### src/core/p5g_pkg.sv
// Constants and types shared by the port 5 GPIO block
package p5g_pkg;

    // Bus and port widths
    localparam int unsigned PINS   = 8;
    localparam int unsigned ADDR_W = 18;
    localparam int unsigned DATA_W = 32;

    // Printed register indexes; the byte address is four times the index
    localparam logic [15:0] IDX_PIN_MODE = 16'hFFCC;
    localparam logic [15:0] IDX_DATA     = 16'hFFD8;
    localparam logic [15:0] IDX_PULLUP   = 16'hFFE2;
    localparam logic [15:0] IDX_DIR      = 16'hFFE8;

    // Byte addresses on the bus
    localparam logic [ADDR_W-1:0] ADDR_PIN_MODE = {IDX_PIN_MODE, 2'b00};
    localparam logic [ADDR_W-1:0] ADDR_DATA     = {IDX_DATA, 2'b00};
    localparam logic [ADDR_W-1:0] ADDR_PULLUP   = {IDX_PULLUP, 2'b00};
    localparam logic [ADDR_W-1:0] ADDR_DIR      = {IDX_DIR, 2'b00};

    // Field position: bit n of each register belongs to pin n
    localparam int unsigned REG_LSB = 0;
    localparam int unsigned REG_MSB = 7;

    // Reset values
    localparam logic [7:0] RST_PIN_MODE = 8'h00;
    localparam logic [7:0] RST_DATA     = 8'h00;
    localparam logic [7:0] RST_PULLUP   = 8'h00;
    localparam logic [7:0] RST_DIR      = 8'h00;
    localparam logic [7:0] RST_WAKE_N   = 8'hFF;
    localparam logic [7:0] DIR_READ_VAL = 8'hFF;

    // Segment select codes that claim each half of the port
    localparam logic [3:0] SEG_HI_FIRST = 4'h2;
    localparam logic [3:0] SEG_HI_LAST  = 4'h9;
    localparam logic [3:0] SEG_LO_FIRST = 4'h1;
    localparam logic [3:0] SEG_LO_LAST  = 4'h8;

    // Operating modes of the chip, one-hot
    typedef enum logic [5:0] {
        P5G_PWR_ACTIVE    = 6'h01,
        P5G_PWR_SUBACTIVE = 6'h02,
        P5G_PWR_SLEEP     = 6'h04,
        P5G_PWR_SUBSLEEP  = 6'h08,
        P5G_PWR_STANDBY   = 6'h10,
        P5G_PWR_WATCH     = 6'h20
    } p5g_pwr_e;

    // Bus slave states, one-hot
    typedef enum logic [1:0] {
        P5G_BUS_IDLE   = 2'h1,
        P5G_BUS_ACCESS = 2'h2
    } p5g_bus_e;

endpackage : p5g_pkg

### src/core/p5g_seg_decode.sv
// Decoder from segment select code to the pins claimed as segment outputs
`timescale 1ns/1ps
module p5g_seg_decode
    import p5g_pkg::*;
(
    input  wire logic [3:0] segment_select_code,
    output wire logic [7:0] seg_claim
);

    logic hi_claim;
    logic lo_claim;

    // Each half of the port is claimed over its own code range
    assign hi_claim  = (segment_select_code >= SEG_HI_FIRST) &&
                       (segment_select_code <= SEG_HI_LAST);
    assign lo_claim  = (segment_select_code >= SEG_LO_FIRST) &&
                       (segment_select_code <= SEG_LO_LAST);
    assign seg_claim = {{4{hi_claim}}, {4{lo_claim}}};

endmodule : p5g_seg_decode

### src/core/p5g_pin_cell.sv
// Function select of one port pin: segment, wake-up or port I/O
`timescale 1ns/1ps
module p5g_pin_cell (
    input  wire logic seg_claim,
    input  wire logic wake_sel,
    input  wire logic dir,
    input  wire logic latch,
    input  wire logic seg_level,
    input  wire logic pull_sel,
    input  wire logic pin_level,
    output wire logic drive_level,
    output wire logic drive_en,
    output wire logic pull_on,
    output wire logic wake_level_n
);

    logic gpio_sel;

    // Segment beats wake-up, wake-up beats port I/O
    assign gpio_sel     = ~seg_claim & ~wake_sel;
    // Direction and latch steer the pin drive only in port I/O use
    assign drive_en     = seg_claim | (gpio_sel & dir);
    assign drive_level  = seg_claim ? seg_level : latch;
    // Pull-up only on an input with its control bit set
    assign pull_on      = ~dir & pull_sel;
    // Active-low wake-up level, idle high when not selected
    assign wake_level_n = (wake_sel & ~seg_claim) ? pin_level : 1'b1;

endmodule : p5g_pin_cell

### src/core/p5g_port5_gpio.sv
// Eight-pin port with wake-up and segment functions, APB register slave
//
// Overview of operation
// - Data read returns the latch on pins whose direction bit is one.
// - Data read returns the sampled pin level where direction bit is zero.
// - Direction bit one makes the pin an output, zero an input.
// - Direction and data steer pin drive only in port I/O use; direction gates pull-up in any use.
// - Direction register is write-only and always reads as all ones.
// - Pull-up is on only for direction zero with pull-up bit one.
// - Pull-up is off when its bit is zero or direction bit is one.
// - Outside segment use, mode bit zero is port I/O, one is wake-up input.
// - Segment use takes priority over mode bit, and over direction bit except for pull-up.
// - Pins float in reset, standby, watch; hold in sleeps; work otherwise.
// - In standby and watch an enabled pull-up still pulls the pin high.
// - The pull-up is off on every pin after reset.
// - Reset clears data, direction, pull-up and mode registers to zero.
`timescale 1ns/1ps
module p5g_port5_gpio
    import p5g_pkg::*;
(
    input  wire logic                     pclk,
    input  wire logic                     presetn,
    input  wire logic                     psel,
    input  wire logic                     penable,
    input  wire logic                     pwrite,
    input  wire logic [p5g_pkg::ADDR_W-1:0] paddr,
    input  wire logic [p5g_pkg::DATA_W-1:0] pwdata,
    output logic                          pready,
    output logic [p5g_pkg::DATA_W-1:0]    prdata,
    output logic                          pslverr,
    input  wire p5g_pkg::p5g_pwr_e        power_mode,
    input  wire logic [3:0]               segment_select_code,
    input  wire logic [7:0]               lcd_segment_output,
    input  wire logic [7:0]               port_pin_bit_in,
    output logic [7:0]                    port_pin_bit_out,
    output logic [7:0]                    port_pin_bit_oe,
    output logic [7:0]                    pullup_enable,
    output logic [7:0]                    wakeup_input_n
);
    import p5g_pkg::*;

    // Software registers
    logic [7:0]     pin_mode_select_q;
    logic [7:0]     port_data_latch_q;
    logic [7:0]     pullup_control_q;
    logic [7:0]     direction_control_q;

    // Bus slave state and registered answers
    p5g_bus_e       bus_q;
    p5g_bus_e       bus_d;
    logic           pready_q;
    logic           pready_d;
    logic [31:0]    prdata_q;
    logic [31:0]    prdata_d;
    logic           pslverr_q;
    logic           pslverr_d;

    // Registered pin drivers
    logic [7:0]     pin_out_q;
    logic [7:0]     pin_out_d;
    logic [7:0]     pin_oe_q;
    logic [7:0]     pin_oe_d;
    logic [7:0]     pullup_q;
    logic [7:0]     pullup_d;
    logic [7:0]     wake_n_q;
    logic [7:0]     wake_n_d;

    // Decode wires
    logic           setup_phase;
    logic           access_done;
    logic           hit_mode;
    logic           hit_data;
    logic           hit_pullup;
    logic           hit_dir;
    logic           addr_hit;
    logic           wr_fire;
    logic [7:0]     data_read;
    logic [7:0]     read_byte;

    // Per-pin function results
    logic [7:0]     seg_claim;
    logic [7:0]     cell_level;
    logic [7:0]     cell_en;
    logic [7:0]     cell_pull;
    logic [7:0]     cell_wake_n;
    logic [7:0]     gpio_mask;

    // Operating mode groups
    logic           mode_run;
    logic           mode_hold;
    logic           mode_float;

    // Setup and access phase detection
    assign setup_phase = (bus_q == P5G_BUS_IDLE) && psel && !penable;
    assign access_done = (bus_q == P5G_BUS_ACCESS) && psel && penable;
    assign wr_fire     = access_done && pwrite;

    // Address decode
    assign hit_mode    = (paddr == ADDR_PIN_MODE);
    assign hit_data    = (paddr == ADDR_DATA);
    assign hit_pullup  = (paddr == ADDR_PULLUP);
    assign hit_dir     = (paddr == ADDR_DIR);
    assign addr_hit    = hit_mode | hit_data | hit_pullup | hit_dir;

    // Data read mixes latch on outputs and pin level on inputs
    assign data_read   = (port_data_latch_q & direction_control_q) |
                         (port_pin_bit_in & ~direction_control_q);

    // Read selection; direction register reads as all ones
    assign read_byte   = hit_mode   ? pin_mode_select_q :
                         hit_data   ? data_read :
                         hit_pullup ? pullup_control_q :
                         hit_dir    ? DIR_READ_VAL :
                                      8'h00;

    // Bus slave next state: one access cycle, no wait states
    assign bus_d       = setup_phase ? P5G_BUS_ACCESS :
                         access_done ? P5G_BUS_IDLE : bus_q;
    assign pready_d    = setup_phase;
    assign pslverr_d   = setup_phase && !addr_hit;
    assign prdata_d    = (setup_phase && !pwrite) ? {24'h000000, read_byte} : 32'h00000000;

    // Bus slave registers
    always_ff @(posedge pclk or negedge presetn)
    begin
        if (!presetn)
        begin
            bus_q     <= P5G_BUS_IDLE;
            pready_q  <= 1'b0;
            pslverr_q <= 1'b0;
            prdata_q  <= 32'h00000000;
        end
        else
        begin
            bus_q     <= bus_d;
            pready_q  <= pready_d;
            pslverr_q <= pslverr_d;
            prdata_q  <= prdata_d;
        end
    end

    // Software registers, written at the completing access edge
    always_ff @(posedge pclk or negedge presetn)
    begin
        if (!presetn)
        begin
            pin_mode_select_q   <= RST_PIN_MODE;
            port_data_latch_q   <= RST_DATA;
            pullup_control_q    <= RST_PULLUP;
            direction_control_q <= RST_DIR;
        end
        else if (wr_fire)
        begin
            if (hit_mode)
                pin_mode_select_q   <= pwdata[REG_MSB:REG_LSB];
            if (hit_data)
                port_data_latch_q   <= pwdata[REG_MSB:REG_LSB];
            if (hit_pullup)
                pullup_control_q    <= pwdata[REG_MSB:REG_LSB];
            if (hit_dir)
                direction_control_q <= pwdata[REG_MSB:REG_LSB];
        end
    end

    // Which pins the segment driver claims
    p5g_seg_decode u_seg_decode (
        .segment_select_code (segment_select_code),
        .seg_claim           (seg_claim)
    );

    // One function select cell per pin
    genvar gi;
    generate
        for (gi = 0; gi < PINS; gi++)
        begin : g_pin
            p5g_pin_cell u_cell (
                .seg_claim    (seg_claim[gi]),
                .wake_sel     (pin_mode_select_q[gi]),
                .dir          (direction_control_q[gi]),
                .latch        (port_data_latch_q[gi]),
                .seg_level    (lcd_segment_output[gi]),
                .pull_sel     (pullup_control_q[gi]),
                .pin_level    (port_pin_bit_in[gi]),
                .drive_level  (cell_level[gi]),
                .drive_en     (cell_en[gi]),
                .pull_on      (cell_pull[gi]),
                .wake_level_n (cell_wake_n[gi])
            );
        end
    endgenerate

    // Pins in plain port I/O use
    assign gpio_mask  = ~seg_claim & ~pin_mode_select_q;

    // Operating mode groups
    assign mode_run   = (power_mode == P5G_PWR_ACTIVE) ||
                        (power_mode == P5G_PWR_SUBACTIVE);
    assign mode_hold  = (power_mode == P5G_PWR_SLEEP) ||
                        (power_mode == P5G_PWR_SUBSLEEP);
    assign mode_float = !mode_run && !mode_hold;

    // Pin drivers: follow in run modes, freeze in sleeps, float otherwise
    assign pin_out_d  = mode_run ? cell_level : pin_out_q;
    assign pin_oe_d   = mode_run  ? cell_en :
                        mode_hold ? pin_oe_q : 8'h00;
    // Pull-up stays in force while floating so the pin reads high
    assign pullup_d   = mode_hold ? pullup_q : cell_pull;
    assign wake_n_d   = cell_wake_n;

    // Pin driver registers; floating and pull-up off from reset
    always_ff @(posedge pclk or negedge presetn)
    begin
        if (!presetn)
        begin
            pin_out_q <= RST_DATA;
            pin_oe_q  <= 8'h00;
            pullup_q  <= RST_PULLUP;
            wake_n_q  <= RST_WAKE_N;
        end
        else
        begin
            pin_out_q <= pin_out_d;
            pin_oe_q  <= pin_oe_d;
            pullup_q  <= pullup_d;
            wake_n_q  <= wake_n_d;
        end
    end

    // Outputs straight from flip-flops
    assign pready           = pready_q;
    assign prdata           = prdata_q;
    assign pslverr          = pslverr_q;
    assign port_pin_bit_out = pin_out_q;
    assign port_pin_bit_oe  = pin_oe_q;
    assign pullup_enable    = pullup_q;
    assign wakeup_input_n   = wake_n_q;

    // Read of data: output bits show the latch
    a_rd_latch_bits: assert property (
        @(posedge pclk) disable iff (!presetn)
        (access_done && !pwrite && hit_data) |->
        ((prdata[7:0] & direction_control_q) ==
         (port_data_latch_q & direction_control_q)))
        else $error("data read did not return latch on output bits");

    // Read of data: input bits show the pin sampled at setup
    a_rd_pin_bits: assert property (
        @(posedge pclk) disable iff (!presetn)
        (access_done && !pwrite && hit_data) |->
        ((prdata[7:0] & ~direction_control_q) ==
         ($past(port_pin_bit_in) & ~direction_control_q)))
        else $error("data read did not return pin level on input bits");

    // Direction bit drives the enable of a port I/O pin
    a_dir_drives_oe: assert property (
        @(posedge pclk) disable iff (!presetn)
        mode_run |=> ((port_pin_bit_oe & $past(gpio_mask)) ==
                      ($past(direction_control_q) & $past(gpio_mask))))
        else $error("port pin enable does not follow direction");

    // Latch drives only port I/O output pins
    a_gpio_data_out: assert property (
        @(posedge pclk) disable iff (!presetn)
        mode_run |=> (((port_pin_bit_out ^ $past(port_data_latch_q)) &
                       $past(gpio_mask & direction_control_q)) == 8'h00))
        else $error("port output pin does not show latch");

    // Direction register reads back all ones
    a_dir_reads_ones: assert property (
        @(posedge pclk) disable iff (!presetn)
        (access_done && !pwrite && hit_dir) |->
        (prdata == {24'h000000, DIR_READ_VAL}) && pready && !pslverr)
        else $error("direction register did not read as all ones");

    // Pull-up on exactly for inputs with the bit set
    a_pull_on_input: assert property (
        @(posedge pclk) disable iff (!presetn)
        !mode_hold |=> (pullup_enable ==
                        $past(~direction_control_q & pullup_control_q)))
        else $error("pull-up enable wrong for input pin");

    // Pull-up never on for output or cleared bit
    a_pull_off_cases: assert property (
        @(posedge pclk) disable iff (!presetn)
        !mode_hold |=> ((pullup_enable & ($past(direction_control_q) |
                                          ~$past(pullup_control_q))) == 8'h00))
        else $error("pull-up on for output pin or cleared bit");

    // Wake-up pins are never driven and pass the pin level
    a_wake_select: assert property (
        @(posedge pclk) disable iff (!presetn)
        mode_run |=> (((port_pin_bit_oe | ~wakeup_input_n ^ ~$past(port_pin_bit_in)) &
                       $past(pin_mode_select_q & ~seg_claim)) == 8'h00))
        else $error("wake-up pin driven or wrong level");

    // Segment pins drive the segment level in run modes
    a_seg_priority: assert property (
        @(posedge pclk) disable iff (!presetn)
        mode_run |=> (((~port_pin_bit_oe |
                        (port_pin_bit_out ^ $past(lcd_segment_output))) &
                       $past(seg_claim)) == 8'h00))
        else $error("segment pin not driven by segment level");

    // Standby and watch float every pin within one cycle
    a_float_modes: assert property (
        @(posedge pclk) disable iff (!presetn)
        mode_float |=> (port_pin_bit_oe == 8'h00))
        else $error("pin driven in standby or watch");

    // Sleep modes freeze the pin drivers
    a_sleep_hold: assert property (
        @(posedge pclk) disable iff (!presetn)
        mode_hold |=> ($stable(port_pin_bit_oe) && $stable(port_pin_bit_out) &&
                       $stable(pullup_enable)))
        else $error("pin state changed in sleep");

    // Pull-up held on while floating
    a_float_pullup: assert property (
        @(posedge pclk) disable iff (!presetn)
        mode_float |=> (pullup_enable ==
                        $past(~direction_control_q & pullup_control_q)))
        else $error("pull-up dropped in standby or watch");

    // Registers and pull-ups clear after reset
    a_reset_clear: assert property (
        @(posedge pclk) disable iff (!presetn)
        $rose(presetn) |-> (pullup_enable == 8'h00) && (port_pin_bit_oe == 8'h00) &&
                           (pin_mode_select_q == 8'h00) &&
                           (port_data_latch_q == 8'h00) &&
                           (pullup_control_q == 8'h00) &&
                           (direction_control_q == 8'h00))
        else $error("state not cleared by reset");

    // Segment code ranges for each half of the port
    a_seg_codes: assert property (
        @(posedge pclk) disable iff (!presetn)
        ((segment_select_code == 4'h1) |-> (seg_claim == 8'h0F)) and
        ((segment_select_code == 4'h9) |-> (seg_claim == 8'hF0)) and
        ((segment_select_code == 4'h0) |-> (seg_claim == 8'h00)) and
        ((segment_select_code == 4'hA) |-> (seg_claim == 8'h00)))
        else $error("segment claim does not match code");

endmodule : p5g_port5_gpio

### config.mk
export PLATFORM = sky130hd
export DESIGN_NAME = p5g_port5_gpio
export DESIGN_NICKNAME = d
export VERILOG_FILES = /design/src/core/p5g_pkg.sv /design/src/core/p5g_seg_decode.sv /design/src/core/p5g_pin_cell.sv /design/src/core/p5g_port5_gpio.sv
export SDC_FILE = /design/constraint.sdc
export NUM_CORES = 1
export LEC_CHECK = 0
export BUFFER_PORTS_ARGS = -buffer_cell sky130_fd_sc_hd__buf_2
export CAP_MARGIN = 5
export CORE_ASPECT_RATIO = 1.25
export CORE_UTILIZATION = 39
export DETAILED_ROUTE_END_ITERATION = 10
export GPL_TIMING_DRIVEN = 0
export PLACE_DENSITY = 0.69
export SYNTH_ARGS = -nofsm -noshare
export SYNTH_HDL_FRONTEND = slang
export SYNTH_SLANG_ARGS = --single-unit
### constraint.sdc
create_clock -name pclk -period 1.6 [get_ports pclk]
set_input_delay 0.4 -clock pclk [delete_from_list [all_inputs] [get_ports pclk]]
set_output_delay 0.4 -clock pclk [all_outputs]
set_load 0.01 [all_outputs]
Word-level counts from Yosys, hierarchy flattened
Cells that the tools add are included.
{ "op_classes": {"n_mux": 25, "order_cmp": 4, "eq_ne": 11, "n_bitwise": 65, "reduce_logical": 19} }
{ "ops": {"columns": ["cell", "count"], "rows": [
  ["== test 18 bit (second input constant)", 4],
  ["two-way mux 8 bit", 7],
  ["bitwise AND 1 bit", 32],
  ["inverter 1 bit", 18],
  ["bitwise AND 8 bit", 2],
  ["two-way mux 1 bit", 16],
  ["OR 1 bit", 11],
  ["logical AND 1 bit", 9],
  ["<= comparator 4 bit (second input constant)", 2],
  ["inverter 8 bit", 1],
  ["OR 8 bit", 1],
  ["AND reduction 2 bit", 4],
  ["== test 6 x 1 -> 1 bit (second input constant)", 1],
  ["== test 6 x 2 -> 1 bit (second input constant)", 1],
  ["== test 6 x 3 -> 1 bit (second input constant)", 1],
  ["== test 6 x 4 -> 1 bit (second input constant)", 1],
  [">= comparator 4 x 1 -> 1 bit (second input constant)", 1],
  [">= comparator 4 x 2 -> 1 bit (second input constant)", 1],
  ["two-way mux 2 bit", 2],
  ["logical NOT 1 bit", 3],
  ["== test 2 x 1 -> 1 bit (second input constant)", 1],
  ["== test 2 bit (second input constant)", 1],
  ["logical OR 1 bit", 2],
  ["inequality test 2 bit (second input constant)", 1],
  ["nonzero test 2 bit", 1]
]} }
{ "word_totals": {"input_bits": 81, "out_inout_bits": 66, "word_cells": 136, "register_bits": 76} }

Logic depth before layout (Yosys ltp)
{ "logic_depth": {"depth_word": 7, "depth_mapped": 5, "depth_no_buf": 4} }

Cells and area by module
From an unflattened synthesis, not the netlist that was laid out.
{ "unflattened": {"hier_cells": 305, "area_unflattened_um2": 3783.6} }
{ "modules_own_cells": {"columns": ["module", "cells_per_inst", "n_inst", "seq_area_each_um2", "area_each_um2"], "rows": [
  ["p5g_port5_gpio", 253, 1, 1913.1, 3402.0],
  ["p5g_pin_cell", 5, 8, 0.0, 36.3],
  ["p5g_seg_decode", 12, 1, 0.0, 91.3]
]} }

Worst setup path after synthesis
Ideal clock, no wire load.
{ "synth_path": {"path_type": "input -> register", "from": "input port paddr[1] (netlist name)", "to": "register pin_mode_select_q[0]", "setup_slack_ps": -195, "cell_stages": 4, "n_path_buf": 0, "arrival_ps": 1670, "t_required_ps": 1475, "setup_time_ps": 125, "cell_sequence": "nor3_4 -> nand4_1 -> nor4b_4 -> mux2_2"} }
{ "synth_between": {"elab_chain_len": 2} }
{ "synth_lines": {"columns": ["item", "line_no", "source"], "rows": [
  ["from (decl)", "p5g_port5_gpio.sv:26", "input wire logic [p5g_pkg::ADDR_W-1:0] paddr,"],
  ["== test 18 bit", "p5g_port5_gpio.sv:99", "assign hit_mode = (paddr == ADDR_PIN_MODE);"],
  ["AND reduction 2 bit (no source line)", null, null],
  ["to (signal assigned)", "p5g_port5_gpio.sv:155", "pin_mode_select_q <= pwdata[REG_MSB:REG_LSB];"],
  ["to (decl)", "p5g_port5_gpio.sv:43", "logic [7:0] pin_mode_select_q;"]
]} }
No other way between the ends.
A chain may end at the register's enable or synchronous reset.

Final worst setup path
{ "layout_path": {"from": "input port paddr[2] (netlist name)", "to": "register pin_mode_select_q[7]"} }
The elaborated chain is that of the path after synthesis.

==> qor.txt <==
status -> completed
Clock transition at path regs -> 0.07 ns
final count of hold timing violations -> 0
CTS max path bufs -> 2
Post-route DRC -> 0
port bufs -> 98
clock sink count -> 76
Max Cap Viol -> 0
Area contributors post-synth -> dfrtp_1, mux2_2, dfstp_2
Cell Pwr Density -> 784.0 nW/um^2
Max Slew Vio Count -> 0
Yosys cell types -> 41
Mapped Cells -> 305
slack of the critical path -> 0.04369 ns
Synth Cell Area -> 3587 sq um
Seq/Total Area, Yosys -> 53.33%
Critical Path, Cell by Cell -> buf_2 -> nor3_4 -> buf_4 -> nand4_1 -> nor4b_4 -> buf_12 -> mux2_2
setup violators final -> 0
highest net fanout along the worst path -> 8
number of flops mapped to enable cells by yosys -> 0
Worst VDD drop -> 0.5089 mV
worst endpoint required time -> 1.84 ns
pre-CTS setup slack -> -0.6764 ns
TNS Setup -> 0 ns
vias in the first global route -> 2695
Area Growth Syn to Fin -> 30.80%
final wirelength -> 8.586 mm
nets -> 529
Placeable Area -> 8796 sq um
Worst Hold Class -> in -> reg
slowest stage delay, CP -> 0.33 ns
Die Y -> 109.2 um
initial antenna violation count -> 0
layout cell share with drive strength beyond 1 -> 46.36%
drt initial violations -> 120
io pins -> 147
Tmin final -> 1.556 ns
GRT Overall Usage -> 18.99%
largest net degree at the start of global routing -> 48
antenna viol nets, final -> 0
commonest cells in the synthesized netlist -> dfrtp_1, mux2_2, nand2_1, buf_4, o21ai_0
CP Capture Type -> register
CP startpoint kind -> input pin
Post-DP HPWL -> 6.287 mm
GP Congestion -> 0.7852
WHS -> 0.2481 ns
CTS Root Cell -> clkbuf_8
maximum clock rate -> 642.5 MHz
grt total ovfl -> 0
initial core utilization -> 40.78%
WP data arrival -> 1.80 ns
critical setup path kind -> in -> reg
Pleak -> 2.418 nW
CTS Buf Count -> 9
Die X -> 87.78 um
Area after DPL -> 4365 sq um
Final Cycle Share -> 97.27%
Syn. warnings -> 0
Primary FF master, synth -> dfrtp_1
total power -> 3.679 mW
Clk Latency, worst-skew pair -> 0.35 ns
row cnt -> 38
antenna cells -> 0
CP max stage cell -> mux2_2
cell accounting for the most synthesized area -> dfrtp_1
global-route wire length before repair -> 13.23 mm
DRT Pass-1 Iters -> 4
ys async rst share -> 100.0%
Yosys reg bits -> 76
drt via density -> 4.850
top cell type's share of synthesized area -> 46.74%
design area -> 4692 sq um
CTS tree -> yes
Max Clock Skew -> 0.005725 ns
Synth Area per Inst -> 11.76 sq um
WL/cell -> 14.98 um
Die ar. -> 9588 sq um
Vias -> 2779
CTS H-tree depth -> 3
max_slew headroom -> 65.93%
actual transition at the worst max-transition pin -> 0.5111 ns
most common cell in the netlist -> dfrtp_1
==> logic make-up after synthesis <==
group,after synthesis,synth area share [%]
and+or+nand+nor,75,13.39
AOI/OAI and AO/OA,55,9.837
other,1,0.1045
muxes,48,14.79
DFF,76,53.33
xor gates and xnor gates,5,1.221
buffers and inverters,45,7.325
==> stage by stage <==
stage | utilization (%) | cells
2_1_floorplan | - | 328
3_3_place_gp | 49.29 | 546
3_5_place_dp | 49.63 | 547
4_1_cts | 52.92 | 572
5_1_grt | 53.34 | 573
6_report | 53.34 | 573
==> layout by cell type (no fill, tap or decap), types with 2 or more instances in the layout <==
cell	instances
o21ai_0	24
xnor2_1	3
nor3_4	2
dfrtp_1	67
buf_12	2
nand4_4	2
nand2b_1	9
nand4_1	2
nand2_1	28
clkbuf_2	2
a221o_1	8
clkbuf_4	2
a22o_1	8
buf_4	32
or3_1	8
dfstp_2	9
a21oi_1	12
mux2_2	40
buf_2	99
conb_1	24
clkbuf_1	9
nor2_1	4
mux2i_1	8
xor2_1	2
inv_1	11
nor4b_4	2
and3b_1	2
clkbuf_8	11
==> metal layers <==
| metal | part of all wire, % | GRT usage, % |
|---|---|---|
| met5 | 0 | 0 |
| met4 | 2.1 | 7.963 |
| met3 | 6.7 | 4.996 |
| met2 | 51 | 32.72 |
| met1 | 41 | 22.14 |
==> power by group <==
group | switching, mW | internal (mW)
Combinational | 0.240 | 0.193
Sequential | 0.0222 | 1.96
Clock | 0.650 | 0.611
==> flip-flops by register name, summed over array words and instances, names as in the netlist, 2 cells and up <==
| register | flops |
|---|---|
| wakeup_input_n | 8 |
| pin_mode_select_q | 8 |
| port_data_latch_q | 8 |
| pullup_control_q | 8 |
| pullup_enable | 8 |
| bus_q | 2 |
| port_pin_bit_out | 8 |
| prdata | 8 |
| direction_control_q | 8 |
| port_pin_bit_oe | 8 |
==> cell type report <==
class / instances / area, sq um
flip-flops and latches: 76 / 1913
fillers: 808 / 4104
repair buffers: 109 / 623.1
inverters: 11 / 41.29
well taps: 120 / 150.1
multi-input cells: 207 / 1564
plain buffers: 34 / 240.2
clock buffers: 16 / 160.2
==> path summary, 6_finish.rpt <==
path                                               from                               end  slack, ns  depth (start not counted)
setup / recovery                               paddr[2]  pin_mode_select_q[7]$_DFFE_PN0P_       0.04                          7
hold / removal                       port_pin_bit_in[5]       wakeup_input_n[5]$_DFF_PN1_       0.25                          2
setup reg to reg                   bus_q[0]$_DFFE_PN1P_  pin_mode_select_q[7]$_DFFE_PN0P_       0.10                          4
hold reg to reg            pullup_enable[3]$_DFFE_PN0P_      pullup_enable[3]$_DFFE_PN0P_       0.48                          2
max in group asynchronous                       presetn       wakeup_input_n[6]$_DFF_PN1_       0.45                          3
min in group asynchronous                       presetn      pullup_enable[1]$_DFFE_PN0P_       0.52                          2
==> critical path, delay by kind of cell <==
| family | cells | cell delay (ns) |
|---|---|---|
| buf+inv | 3 | 0.44 |
| simple gates | 3 | 0.62 |
| mux | 1 | 0.33 |
==> repair_timing <==
| action | 4_1_cts | 5_1_grt |
|---|---|---|
| endpoints found under the hold margin | 25 | 0 |
| pin swaps | 4 | 4 |
| gates cloned | 0 | 0 |
| setup buffers | 8 | 1 |
| endpoints found under the setup margin | 56 | 52 |
| resized for setup | 5 | 8 |
| hold buffers | 1 | 0 |
No activity file was read; power rests on OpenSTA's default activity.
